[src/dat_pkg.sv]
package dat_pkg;
	// ----------------------------------------
	// register map
	// ----------------------------------------
	localparam logic [7:0] OFS_CTRL_LOW = 8'hD0;
	localparam logic [7:0] OFS_CTRL_HIGH = 8'hD4;
	localparam logic [7:0] OFS_STATUS = 8'hD8;
	localparam logic [31:0] CTRL_LOW_RST = 32'h2000_0000;
	localparam logic [31:0] CTRL_HIGH_RST = 32'h0000_0000;
	localparam logic [31:0] CTRL_LOW_MASK = 32'h3FFF_FFFF;
	localparam logic [31:0] CTRL_HIGH_MASK = 32'hE01F_FFFF;
	// ----------------------------------------
	// field positions and widths
	// ----------------------------------------
	localparam int CL_WT_LO = 28;
	localparam int CL_WT_W = 2;
	localparam int CL_TT_LO = 22;
	localparam int CL_TT_W = 6;
	localparam int CL_TMW_LO = 15;
	localparam int CL_TMW_W = 7;
	localparam int CL_TAM_LO = 3;
	localparam int CL_TAM_W = 12;
	localparam int CL_MODE_LO = 1;
	localparam int CL_ST = 0;
	localparam int CH_LOCK_LO = 30;
	localparam int CH_TEST = 29;
	localparam int CH_GSW_LO = 13;
	localparam int CH_GSW_W = 8;
	localparam int CH_GAT_LO = 0;
	localparam int CH_GAT_W = 13;
	localparam int GAT_SHIFT = 15;
	localparam int GAT_SHIFT_TEST = 5;
	localparam int TMW_SHIFT = 4;
	localparam int GSW_MULT_SHIFT = 2;
	localparam int GLB_W = 29;
	localparam int MON_W = 13;
	localparam logic [1:0] RW_WEIGHT = 2'h2;
	localparam logic [1:0] MODE_OFF = 2'h0;
	localparam logic [1:0] MODE_CNT = 2'h2;
	localparam logic [1:0] LOCK_NONE = 2'h0;
	localparam logic [1:0] LOCK_START = 2'h1;
	localparam logic [1:0] RESP_OKAY = 2'h0;
	localparam logic [1:0] RESP_DECERR = 2'h3;
	// ----------------------------------------
	// timing
	// ----------------------------------------
	localparam int CLK_PERIOD_NS = 5;
	localparam int T_MS_NS = 1000000;
	localparam int T_US_NS = 1000;
	localparam int MS_CYC = T_MS_NS / CLK_PERIOD_NS;
	localparam int US_CYC = T_US_NS / CLK_PERIOD_NS;
	typedef enum logic [0:0] {
		DAT_MON,
		DAT_HW
	} dat_state_t;
endpackage

[src/dat_cnt_if.sv]
`timescale 1ns/1ps
interface dat_cnt_if #(parameter int NSLOT = 4);
	localparam int SW = (NSLOT > 1) ? $clog2(NSLOT) : 1;
	logic ce;
	logic act_v;
	logic [SW-1:0] act_slot;
	logic rw_v;
	logic [SW-1:0] rw_slot;
	logic [2:0] act_wt;
	logic mon_clr;
	logic glb_clr;
	logic [11:0] slot_activity_max;
	logic [27:0] gthr;
	logic mon_hit;
	logic glb_hit;
	modport ctl (
		output ce, act_v, act_slot, rw_v, rw_slot, act_wt, mon_clr, glb_clr, slot_activity_max, gthr,
		input mon_hit, glb_hit
	);
	modport ctr (
		input ce, act_v, act_slot, rw_v, rw_slot, act_wt, mon_clr, glb_clr, slot_activity_max, gthr,
		output mon_hit, glb_hit
	);
endinterface

[src/dat_slot_ctr.sv]
`timescale 1ns/1ps
module dat_slot_ctr #(
	parameter int NSLOT = 4
) (
	input wire logic clk,
	input wire logic rstn,
	dat_cnt_if.ctr c
);
	// ----------------------------------------
	// per-slot weighted counters
	// ----------------------------------------
	logic [dat_pkg::MON_W-1:0] mon_q [NSLOT];
	logic [dat_pkg::GLB_W-1:0] glb_q [NSLOT];

	// saturating add keeps a long window from wrapping back under the threshold
	function automatic logic [dat_pkg::GLB_W-1:0] sat_add(
		input logic [dat_pkg::GLB_W-1:0] a, input logic [2:0] w, input int unsigned lim);
		logic [dat_pkg::GLB_W:0] s;
		s = {1'b0, a} + {{(dat_pkg::GLB_W-2){1'b0}}, w};
		if (s > lim)
			s = lim[dat_pkg::GLB_W:0];
		return s[dat_pkg::GLB_W-1:0];
	endfunction

	function automatic logic [2:0] slot_inc(input int s);
		logic [2:0] w;
		w = 3'h0;
		if (c.act_v && c.act_slot == s[$bits(c.act_slot)-1:0])
			w = c.act_wt;
		if (c.rw_v && c.rw_slot == s[$bits(c.rw_slot)-1:0])
			w = 3'({1'b0, dat_pkg::RW_WEIGHT});
		return w;
	endfunction

	function automatic logic [dat_pkg::GLB_W-1:0] glb_ext(input logic [dat_pkg::MON_W-1:0] v);
		return {{(dat_pkg::GLB_W-dat_pkg::MON_W){1'b0}}, v};
	endfunction

	always_ff @(posedge clk or negedge rstn) begin
		if (!rstn) begin
			for (int i = 0; i < NSLOT; i++) begin
				mon_q[i] <= '0;
				glb_q[i] <= '0;
			end
		end else if (c.ce) begin
			// each slot updates on its own, so an activate and a read/write to two slots both land
			for (int i = 0; i < NSLOT; i++) begin
				if (c.mon_clr)
					mon_q[i] <= '0;
				else
					mon_q[i] <= dat_pkg::MON_W'(sat_add(glb_ext(mon_q[i]), slot_inc(i), 4096));
				if (c.glb_clr)
					glb_q[i] <= '0;
				else
					glb_q[i] <= sat_add(glb_q[i], slot_inc(i), (1 << dat_pkg::GLB_W) - 1);
			end
		end
	end

	always_comb begin
		c.mon_hit = 1'b0;
		c.glb_hit = 1'b0;
		for (int i = 0; i < NSLOT; i++) begin
			if (mon_q[i] >= {1'b0, c.slot_activity_max})
				c.mon_hit = 1'b1;
			if (glb_q[i] > {1'b0, c.gthr})
				c.glb_hit = 1'b1;
		end
	end
endmodule

[src/dat_throttle.sv]
`timescale 1ns/1ps
// Functional notes
// - only activate, read and write commands are counted.
// - every read or write adds two to its slot counter.
// - activate weight set by two-bit field, codes give 2..5, reset code 10.
// - read/write and activate to different slots in one cycle both count.
// - each DIMM slot has its own activity counter.
// - a block caused by any slot stops requests to all slots.
// - six-bit duration gives throttling length in global sampling windows.
// - seven-bit monitor window shifted left four gives window in host clocks.
// - slot reaching activity maximum blocks all slots until window end.
// - twelve-bit field holds per-slot activity maximum per monitor window.
// - mode 00 disables counter mechanism, 10 enables it, others reserved.
// - in mode 10 threshold hit starts duration-governed throttling cycles.
// - start bit set to one throttles until software clears it.
// - writing start bit zero stops throttling and clears monitor counters.
// - eight-bit global window times four gives window in milliseconds.
// - thirteen-bit global threshold times two to fifteen is trigger count.
// - slot exceeding global threshold within global window invokes throttling.
// - lock 01 leaves only start bit writable, 10 locks everything.
module dat_throttle #(
	parameter int NSLOT = 4,
	parameter int MS_CYCLES = dat_pkg::MS_CYC,
	parameter int US_CYCLES = dat_pkg::US_CYC
) (
	input wire logic clk,
	input wire logic rstn,
	input wire logic ce,
	input wire logic [7:0] s_axi_awaddr,
	input wire logic s_axi_awvalid,
	output logic s_axi_awready,
	input wire logic [31:0] s_axi_wdata,
	input wire logic [3:0] s_axi_wstrb,
	input wire logic s_axi_wvalid,
	output logic s_axi_wready,
	output logic [1:0] s_axi_bresp,
	output logic s_axi_bvalid,
	input wire logic s_axi_bready,
	input wire logic [7:0] s_axi_araddr,
	input wire logic s_axi_arvalid,
	output logic s_axi_arready,
	output logic [31:0] s_axi_rdata,
	output logic [1:0] s_axi_rresp,
	output logic s_axi_rvalid,
	input wire logic s_axi_rready,
	input wire logic cmd_act_valid,
	input wire logic [$clog2(NSLOT)-1:0] cmd_act_slot,
	input wire logic cmd_rw_valid,
	input wire logic [$clog2(NSLOT)-1:0] cmd_rw_slot,
	output logic req_block_q,
	output logic throttle_on_q
);
	// ----------------------------------------
	// registers and state
	// ----------------------------------------
	logic [31:0] ctrl_low_q;
	logic [31:0] ctrl_high_q;
	logic [7:0] awaddr_q;
	logic [31:0] wdata_q;
	logic [3:0] wstrb_q;
	logic aw_held_q;
	logic w_held_q;
	logic do_wr;
	logic wr_lo;
	logic wr_hi;
	logic st_clr_q;
	dat_pkg::dat_state_t state_q;
	logic [5:0] rem_q;
	logic [31:0] pre_q;
	logic ms_tick;
	logic [9:0] gw_q;
	logic gw_end;
	logic [10:0] mw_q;
	logic mw_end;
	logic thr;
	logic [1:0] mode;
	logic [1:0] lock;
	logic [9:0] gw_len;
	logic [10:0] mw_len;

	dat_cnt_if #(.NSLOT(NSLOT)) cif ();

	dat_slot_ctr #(.NSLOT(NSLOT)) u_ctr (
		.clk(clk),
		.rstn(rstn),
		.c(cif.ctr)
	);

	// ----------------------------------------
	// field decode
	// ----------------------------------------
	assign mode = ctrl_low_q[dat_pkg::CL_MODE_LO +: 2];
	assign lock = ctrl_high_q[dat_pkg::CH_LOCK_LO +: 2];
	assign gw_len = {ctrl_high_q[dat_pkg::CH_GSW_LO +: dat_pkg::CH_GSW_W], 2'h0};
	assign mw_len = {ctrl_low_q[dat_pkg::CL_TMW_LO +: dat_pkg::CL_TMW_W], 4'h0};
	// either the hardware trigger or the software start holds throttling on
	assign thr = (state_q == dat_pkg::DAT_HW) || ctrl_low_q[dat_pkg::CL_ST];

	assign cif.ce = ce;
	assign cif.act_v = cmd_act_valid;
	assign cif.act_slot = cmd_act_slot;
	assign cif.rw_v = cmd_rw_valid;
	assign cif.rw_slot = cmd_rw_slot;
	assign cif.act_wt = 3'h2 + {1'b0, ctrl_low_q[dat_pkg::CL_WT_LO +: dat_pkg::CL_WT_W]};
	assign cif.slot_activity_max = ctrl_low_q[dat_pkg::CL_TAM_LO +: dat_pkg::CL_TAM_W];
	// test mode scales the threshold down so a bench sees it quickly
	assign cif.gthr = ctrl_high_q[dat_pkg::CH_TEST] ?
		28'({ctrl_high_q[dat_pkg::CH_GAT_LO +: dat_pkg::CH_GAT_W], 5'h00}) :
		{ctrl_high_q[dat_pkg::CH_GAT_LO +: dat_pkg::CH_GAT_W], 15'h0000};
	assign cif.mon_clr = !thr || mw_end || st_clr_q;
	assign cif.glb_clr = gw_end || (state_q == dat_pkg::DAT_HW) || mode != dat_pkg::MODE_CNT;

	// ----------------------------------------
	// address decode
	// ----------------------------------------
	// only word bits are compared, so a byte offset inside a word aliases to that word
	function automatic logic reg_sel(input logic [7:0] a, input logic [7:0] ofs);
		return a[7:2] == ofs[7:2];
	endfunction

	function automatic logic reg_known(input logic [7:0] a);
		return reg_sel(a, dat_pkg::OFS_CTRL_LOW) || reg_sel(a, dat_pkg::OFS_CTRL_HIGH)
			|| reg_sel(a, dat_pkg::OFS_STATUS);
	endfunction

	// ----------------------------------------
	// bus write path
	// ----------------------------------------
	function automatic logic [31:0] merge(input logic [31:0] old, input logic [31:0] nw,
		input logic [3:0] strb, input logic [31:0] mask);
		logic [31:0] r;
		r = old;
		for (int b = 0; b < 4; b++) begin
			if (strb[b])
				r[b*8 +: 8] = nw[b*8 +: 8];
		end
		return r & mask;
	endfunction

	assign do_wr = aw_held_q && w_held_q && !s_axi_bvalid;
	assign wr_lo = do_wr && reg_sel(awaddr_q, dat_pkg::OFS_CTRL_LOW);
	assign wr_hi = do_wr && reg_sel(awaddr_q, dat_pkg::OFS_CTRL_HIGH);

	always_ff @(posedge clk or negedge rstn) begin
		if (!rstn) begin
			aw_held_q <= 1'b0;
			s_axi_awready <= 1'b0;
			awaddr_q <= 8'h00;
		end else if (ce) begin
			if (s_axi_awvalid && s_axi_awready) begin
				aw_held_q <= 1'b1;
				s_axi_awready <= 1'b0;
				awaddr_q <= s_axi_awaddr;
			end else if (do_wr) begin
				aw_held_q <= 1'b0;
				s_axi_awready <= 1'b1;
			end else if (!aw_held_q) begin
				s_axi_awready <= 1'b1;
			end
		end
	end

	always_ff @(posedge clk or negedge rstn) begin
		if (!rstn) begin
			w_held_q <= 1'b0;
			s_axi_wready <= 1'b0;
			wdata_q <= 32'h0000_0000;
			wstrb_q <= 4'h0;
		end else if (ce) begin
			if (s_axi_wvalid && s_axi_wready) begin
				w_held_q <= 1'b1;
				s_axi_wready <= 1'b0;
				wdata_q <= s_axi_wdata;
				wstrb_q <= s_axi_wstrb;
			end else if (do_wr) begin
				w_held_q <= 1'b0;
				s_axi_wready <= 1'b1;
			end else if (!w_held_q) begin
				s_axi_wready <= 1'b1;
			end
		end
	end

	always_ff @(posedge clk or negedge rstn) begin
		if (!rstn) begin
			s_axi_bvalid <= 1'b0;
			s_axi_bresp <= dat_pkg::RESP_OKAY;
		end else if (ce) begin
			if (do_wr) begin
				s_axi_bvalid <= 1'b1;
				if (reg_known(awaddr_q))
					s_axi_bresp <= dat_pkg::RESP_OKAY;
				else
					s_axi_bresp <= dat_pkg::RESP_DECERR;
			end else if (s_axi_bready) begin
				s_axi_bvalid <= 1'b0;
			end
		end
	end

	// ----------------------------------------
	// configuration registers with lock
	// ----------------------------------------
	always_ff @(posedge clk or negedge rstn) begin
		if (!rstn) begin
			ctrl_low_q <= dat_pkg::CTRL_LOW_RST;
			ctrl_high_q <= dat_pkg::CTRL_HIGH_RST;
			st_clr_q <= 1'b0;
		end else if (ce) begin
			st_clr_q <= 1'b0;
			if (wr_lo) begin
				if (lock == dat_pkg::LOCK_NONE)
					ctrl_low_q <= merge(ctrl_low_q, wdata_q, wstrb_q, dat_pkg::CTRL_LOW_MASK);
				else if (lock == dat_pkg::LOCK_START && wstrb_q[0])
					ctrl_low_q[dat_pkg::CL_ST] <= wdata_q[dat_pkg::CL_ST];
				// a stop restarts the monitor window from clean counts
				if (wstrb_q[0] && !wdata_q[dat_pkg::CL_ST] && lock[1] == 1'b0)
					st_clr_q <= 1'b1;
			end
			if (wr_hi && lock == dat_pkg::LOCK_NONE)
				ctrl_high_q <= merge(ctrl_high_q, wdata_q, wstrb_q, dat_pkg::CTRL_HIGH_MASK);
		end
	end

	// ----------------------------------------
	// bus read path
	// ----------------------------------------
	always_ff @(posedge clk or negedge rstn) begin
		if (!rstn) begin
			s_axi_arready <= 1'b0;
			s_axi_rvalid <= 1'b0;
			s_axi_rdata <= 32'h0000_0000;
			s_axi_rresp <= dat_pkg::RESP_OKAY;
		end else if (ce) begin
			if (s_axi_arvalid && s_axi_arready) begin
				s_axi_arready <= 1'b0;
				s_axi_rvalid <= 1'b1;
				s_axi_rresp <= dat_pkg::RESP_OKAY;
				unique case (s_axi_araddr[7:2])
					dat_pkg::OFS_CTRL_LOW[7:2]: s_axi_rdata <= ctrl_low_q;
					dat_pkg::OFS_CTRL_HIGH[7:2]: s_axi_rdata <= ctrl_high_q;
					dat_pkg::OFS_STATUS[7:2]: s_axi_rdata <= {23'h000000, rem_q, req_block_q,
						state_q == dat_pkg::DAT_HW, thr};
					default: begin
						s_axi_rdata <= 32'h0000_0000;
						s_axi_rresp <= dat_pkg::RESP_DECERR;
					end
				endcase
			end else if (s_axi_rvalid && s_axi_rready) begin
				s_axi_rvalid <= 1'b0;
				s_axi_arready <= 1'b1;
			end else if (!s_axi_rvalid) begin
				s_axi_arready <= 1'b1;
			end
		end
	end

	// ----------------------------------------
	// millisecond prescaler and global window
	// ----------------------------------------
	assign ms_tick = ctrl_high_q[dat_pkg::CH_TEST] ? (pre_q >= 32'(US_CYCLES - 1)) :
		(pre_q >= 32'(MS_CYCLES - 1));
	assign gw_end = ms_tick && gw_len != 10'h000 && gw_q >= gw_len - 10'h001;

	always_ff @(posedge clk or negedge rstn) begin
		if (!rstn)
			pre_q <= 32'h0000_0000;
		else if (ce)
			pre_q <= (ms_tick || mode != dat_pkg::MODE_CNT) ? 32'h0000_0000 : pre_q + 32'h0000_0001;
	end

	always_ff @(posedge clk or negedge rstn) begin
		if (!rstn)
			gw_q <= 10'h000;
		else if (ce) begin
			if (mode != dat_pkg::MODE_CNT || gw_end)
				gw_q <= 10'h000;
			else if (ms_tick)
				gw_q <= gw_q + 10'h001;
		end
	end

	// ----------------------------------------
	// hardware throttle sequencing
	// ----------------------------------------
	always_ff @(posedge clk or negedge rstn) begin
		if (!rstn) begin
			state_q <= dat_pkg::DAT_MON;
			rem_q <= 6'h00;
		end else if (ce) begin
			unique case (state_q)
				dat_pkg::DAT_MON: begin
					if (mode == dat_pkg::MODE_CNT && cif.glb_hit) begin
						state_q <= dat_pkg::DAT_HW;
						rem_q <= ctrl_low_q[dat_pkg::CL_TT_LO +: dat_pkg::CL_TT_W];
					end
				end
				dat_pkg::DAT_HW: begin
					// a duration of zero still ends at the next window boundary
					if (mode != dat_pkg::MODE_CNT) begin
						state_q <= dat_pkg::DAT_MON;
						rem_q <= 6'h00;
					end else if (gw_end) begin
						if (rem_q <= 6'h01) begin
							state_q <= dat_pkg::DAT_MON;
							rem_q <= 6'h00;
						end else begin
							rem_q <= rem_q - 6'h01;
						end
					end
				end
			endcase
		end
	end

	// ----------------------------------------
	// monitor window and request blocking
	// ----------------------------------------
	assign mw_end = thr && mw_len != 11'h000 && mw_q >= mw_len - 11'h001;

	always_ff @(posedge clk or negedge rstn) begin
		if (!rstn)
			mw_q <= 11'h000;
		else if (ce) begin
			if (!thr || mw_end || st_clr_q)
				mw_q <= 11'h000;
			else
				mw_q <= mw_q + 11'h001;
		end
	end

	// one global block: the scheduler stalls every slot, not just the hot one
	always_ff @(posedge clk or negedge rstn) begin
		if (!rstn) begin
			req_block_q <= 1'b0;
			throttle_on_q <= 1'b0;
		end else if (ce) begin
			throttle_on_q <= thr;
			if (!thr || mw_end || st_clr_q)
				req_block_q <= 1'b0;
			else if (cif.mon_hit && mw_len != 11'h000)
				req_block_q <= 1'b1;
		end
	end
endmodule

[config.mk]
export PLATFORM = sky130hd
export DESIGN_NAME = dat_throttle
export DESIGN_NICKNAME = d
export VERILOG_FILES = /design/src/dat_pkg.sv /design/src/dat_cnt_if.sv /design/src/dat_slot_ctr.sv /design/src/dat_throttle.sv
export SDC_FILE = /design/constraint.sdc
export NUM_CORES = 1
export LEC_CHECK = 0
export ABC_AREA = 1
export BUFFER_PORTS_ARGS = -buffer_cell sky130_fd_sc_hd__buf_2
export CORE_MARGIN = 2
export CORE_UTILIZATION = 35
export CTS_CLUSTER_DIAMETER = 60
export DETAILED_ROUTE_END_ITERATION = 16
export GPL_TIMING_DRIVEN = 0
export RECOVER_POWER = 50
export SLEW_MARGIN = 10
export SYNTH_ARGS = -nofsm -noshare
export SYNTH_HDL_FRONTEND = slang
export SYNTH_HIERARCHICAL = 1
export SYNTH_SLANG_ARGS = --single-unit
[constraint.sdc]
create_clock -name clk -period 3.5 [get_ports clk]
set_clock_uncertainty 0.2 [all_clocks]
set_input_delay 0.7 -clock clk [delete_from_list [all_inputs] [get_ports clk]]
set_output_delay 0.7 -clock clk [all_outputs]
set_load 0.02 [all_outputs]
==> impl_metrics.json <==
{
  "clk_pin_slew_worst_paths_ns": 0.06,
  "synth_cell_types": 61,
  "power.density_nw_per_um2": 377,
  "yosysTopAreaCell": "dfrtp_1",
  "tightest_slew_ns": 1.29,
  "post-route-period-util_pct": 94.9,
  "syn2layout_area_growth_pct": 15.4,
  "drive_gt1_share_pct": 9.19,
  "seq_area_frac_synth_pct": 36.3,
  "fill_cells": 7555,
  "finalSetupViolCount": 0,
  "clk_latency_ns": 0.64,
  "p_int_uw": 8060,
  "start_kind": "flop",
  "finalWeightedCongestion": 0.939,
  "synth_edf_count": 0,
  "worstSetupPathType": "flop to flop",
  "initial_core_util_pct": 35.4,
  "cts_tree": "built",
  "swShare_pct": 26.8,
  "grt_usage_pct": 21.7,
  "htreeDepth": 2,
  "ant_nets": 0,
  "routed_wl_um": 81200,
  "worstPathCellList": "inv_2 > ha_1 > nand3_1 > xor2_1 > ha_1 > a21oi_1 > o21a_1 > nand4_1 > nand2_1 > nand3b_1 > nor2_4 > inv_1 > clkbuf_4 > buf_4 > nor2_1 > nand2_1 > nand2_1",
  "max_freq_mhz": 301,
  "post-synth-top-count-cell": "nand2_1",
  "yosysTopAreaCellShare_pct": 36.2,
  "remaining_drc_errors": 0,
  "status": "finished, final reports clean",
  "fin_nets": 3925,
  "cts_max_path_buffers": 3,
  "diodes": 0,
  "power.leakage_uw": 0.0145,
  "numClockSinks": 368,
  "grt_pass1_wl_um": 128000,
  "synth_area_leaders": "dfrtp_1 (36%), nand2_1 (14%), ha_1 (9.9%)",
  "core_um2": 71600,
  "multi_input_area_um2": 14100,
  "fin_cells": 4640,
  "synth_area_um2": 25300,
  "dr.pass1.iters": 7,
  "ioPinCount": 109,
  "max_stage_delay_ns": 0.41,
  "place_area_um2": 27200,
  "pwr-share-clk_pct": 49.1,
  "synth_warnings": 6,
  "dp.cells": 4532,
  "async_reset_ff_share_pct": 100,
  "dieArea_um2": 74600,
  "power_frac_comb_pct": 8.1,
  "stdcell_area_um2": 29200,
  "seqCellArea_um2": 9210,
  "die_h_um": 273,
  "ir_drop_mv": 0.312,
  "maxSlewViolCount": 0,
  "relSlewSlack_pct": 14.2,
  "hold_path_class": "input port to flop",
  "hold_viol_final": 0,
  "critPathCaptureType": "flop",
  "grt_start_max_net_pins": 105,
  "grt_pass1_vias": 22600,
  "antenna_found_initial": 1,
  "arrival_ns": 3.68,
  "crit_path_frequent_cell": "nand2_1",
  "crit_required_ns": 3.86,
  "synthFlopType": "dfrtp_1",
  "dpl.hpwl_um": 61800,
  "pwr-share-seq_pct": 42.9,
  "cts_made_buffers": 48,
  "vias": 23900,
  "ys_seq_elements": 368,
  "min_period_ns": 3.32,
  "synthTopCellsByCount": "nand2_1 (973), inv_1 (443), dfrtp_1 (367)",
  "wl_per_cell_um": 17.5,
  "syn_avg_cell_area_um2": 7.31,
  "maxCapViolations": 0,
  "grt_overflow_total": 0,
  "placementRows": 98,
  "path_max_fanout": 10,
  "die_x_um": 273,
  "port_buffers": 104,
  "drt_iter0_drc": 1868,
  "via_per_inst": 5.14,
  "syn_inst": 3468,
  "cts_root_buf": "clkbuf_16",
  "slowest_stage": "dfrtp_1",
  "p_switching_uw": 2950
}
## metrics by stage
step | TNS [ns] | worst slack (ns) | power, uW | hold slack [ns] | utilization [%]
CTS | -0.666 | -0.100 | 11200 | 0.0268 | 40.6
floorplan | 0 | 0.256 | 5260 | 0.204 | -
global route | -0.111 | -0.0373 | 11500 | 0.0515 | 40.8
detailed placement | -118.77 | -1.14 | 5700 | 0.264 | 37.9
finish | 0 | 0.180 | 11000 | 0.0514 | 40.8
global placement | -2384.83 | -6.23 | 5670 | 0.257 | 37.8
## layout make-up
type / instances / area share, %
Sequential cell: 368 / 31.5
Clock buffer: 65 / 4.77
Timing Repair Buffer: 128 / 2.51
Multi-Input combinational cell: 2558 / 48.3
Buffer: 90 / 1.72
Inverter: 457 / 5.90
Tap cell: 950 / 4.07
Clock inverter: 24 / 1.25
## power by group through the flow
stage / Sequential [uW] / Clock [uW] / Combinational (uW)
finish: 4720 / 5400 / 889
global route: 4750 / 5690 / 1010
CTS: 4720 / 5530 / 921
detailed placement: 4790 / 0 / 906
global placement: 4780 / 0 / 883
floorplan: 4780 / 0 / 482
## critical path, delay by kind of cell, from the launching register on
family	cells	cell delay [ns]
compound gates	2	0.30
xor+xnor	1	0.17
fa+ha+maj	2	0.55
buf+inv	4	0.60
flops	1	0.41
simple gates	8	1.01
## routing by layer
| metal | vias to the layer above | share of wire (%) | routed length, um | GRT usage (%) |
|---|---|---|---|---|
| met5 | - | 0 | 0 | 0 |
| met4 | 0 | 2.9 | 2330 | 6.84 |
| met3 | 144 | 6.0 | 4860 | 2.80 |
| met2 | 720 | 46 | 37200 | 35.1 |
| met1 | 11300 | 45 | 36800 | 30.0 |
| li1 | 11700 | - | - | - |
## flip-flops by register name, indices dropped and copies added, names as in the netlist, 4 cells and up
signal	cells
u_ctr/glb_q	116
u_ctr/mon_q	52
pre_q	32
s_axi_rdata	32
wdata_q	32
ctrl_low_q	30
ctrl_high_q	24
mw_q	11
gw_q	10
awaddr_q	6
rem_q	6
wstrb_q	4
## what timing repair did
action	in CTS	in global routing
hold buffers	1	0
cloned	0	1
pin swaps	4	9
endpoints found under the setup margin	172	170
resized for setup	39	82
setup buffers	6	13
endpoints found under the hold margin	86	0
## layout by cell type (no fill, tap or decap), drive strengths merged, types with 5 or more instances in the layout
master    instances
or2               7
nor4             37
o211ai            6
o22ai            23
dfrtp           367
a21o             17
ha              200
nand3           183
clkbuf          163
conb              8
a21oi           143
o21bai            5
fa                8
clkinv           12
inv             458
buf             119
clkinvlp          5
xnor2            14
o31ai             9
nand2           990
xor2             87
nand4            98
o21ai           301
nand3b           12
bufinv            6
nor3             91
nor2            287
## kinds of logic after synthesis
group / after synthesis / synth area share [%]
buffers and inverters: 549 / 8.48
DFF: 368 / 36.3
AOI/OAI and AO/OA: 527 / 11.2
adders and majority gates: 208 / 10.5
and+or+nand+nor: 1711 / 29.8
muxes: 3 / 0.118
other: 1 / 0.0148
xor gates and xnor gates: 101 / 3.49
## path summary, 6_finish.rpt
kind | from | to | slack (ns) | cells after the start
max in group asynchronous | rstn | u_ctr/glb_q[25] | 0.45 | 4
setup / recovery | ctrl_low_q[15] | u_ctr/mon_q[7] | 0.18 | 17
hold / removal | s_axi_wdata[0] | wdata_q[0] | 0.05 | 3
min in group asynchronous | rstn | awaddr_q[4] | 0.42 | 2
hold reg to reg | pre_q[21] | pre_q[21] | 0.28 | 2
setup reg to reg | ctrl_low_q[15] | u_ctr/mon_q[7] | 0.18 | 17
No activity file was read; power rests on OpenSTA's default activity.
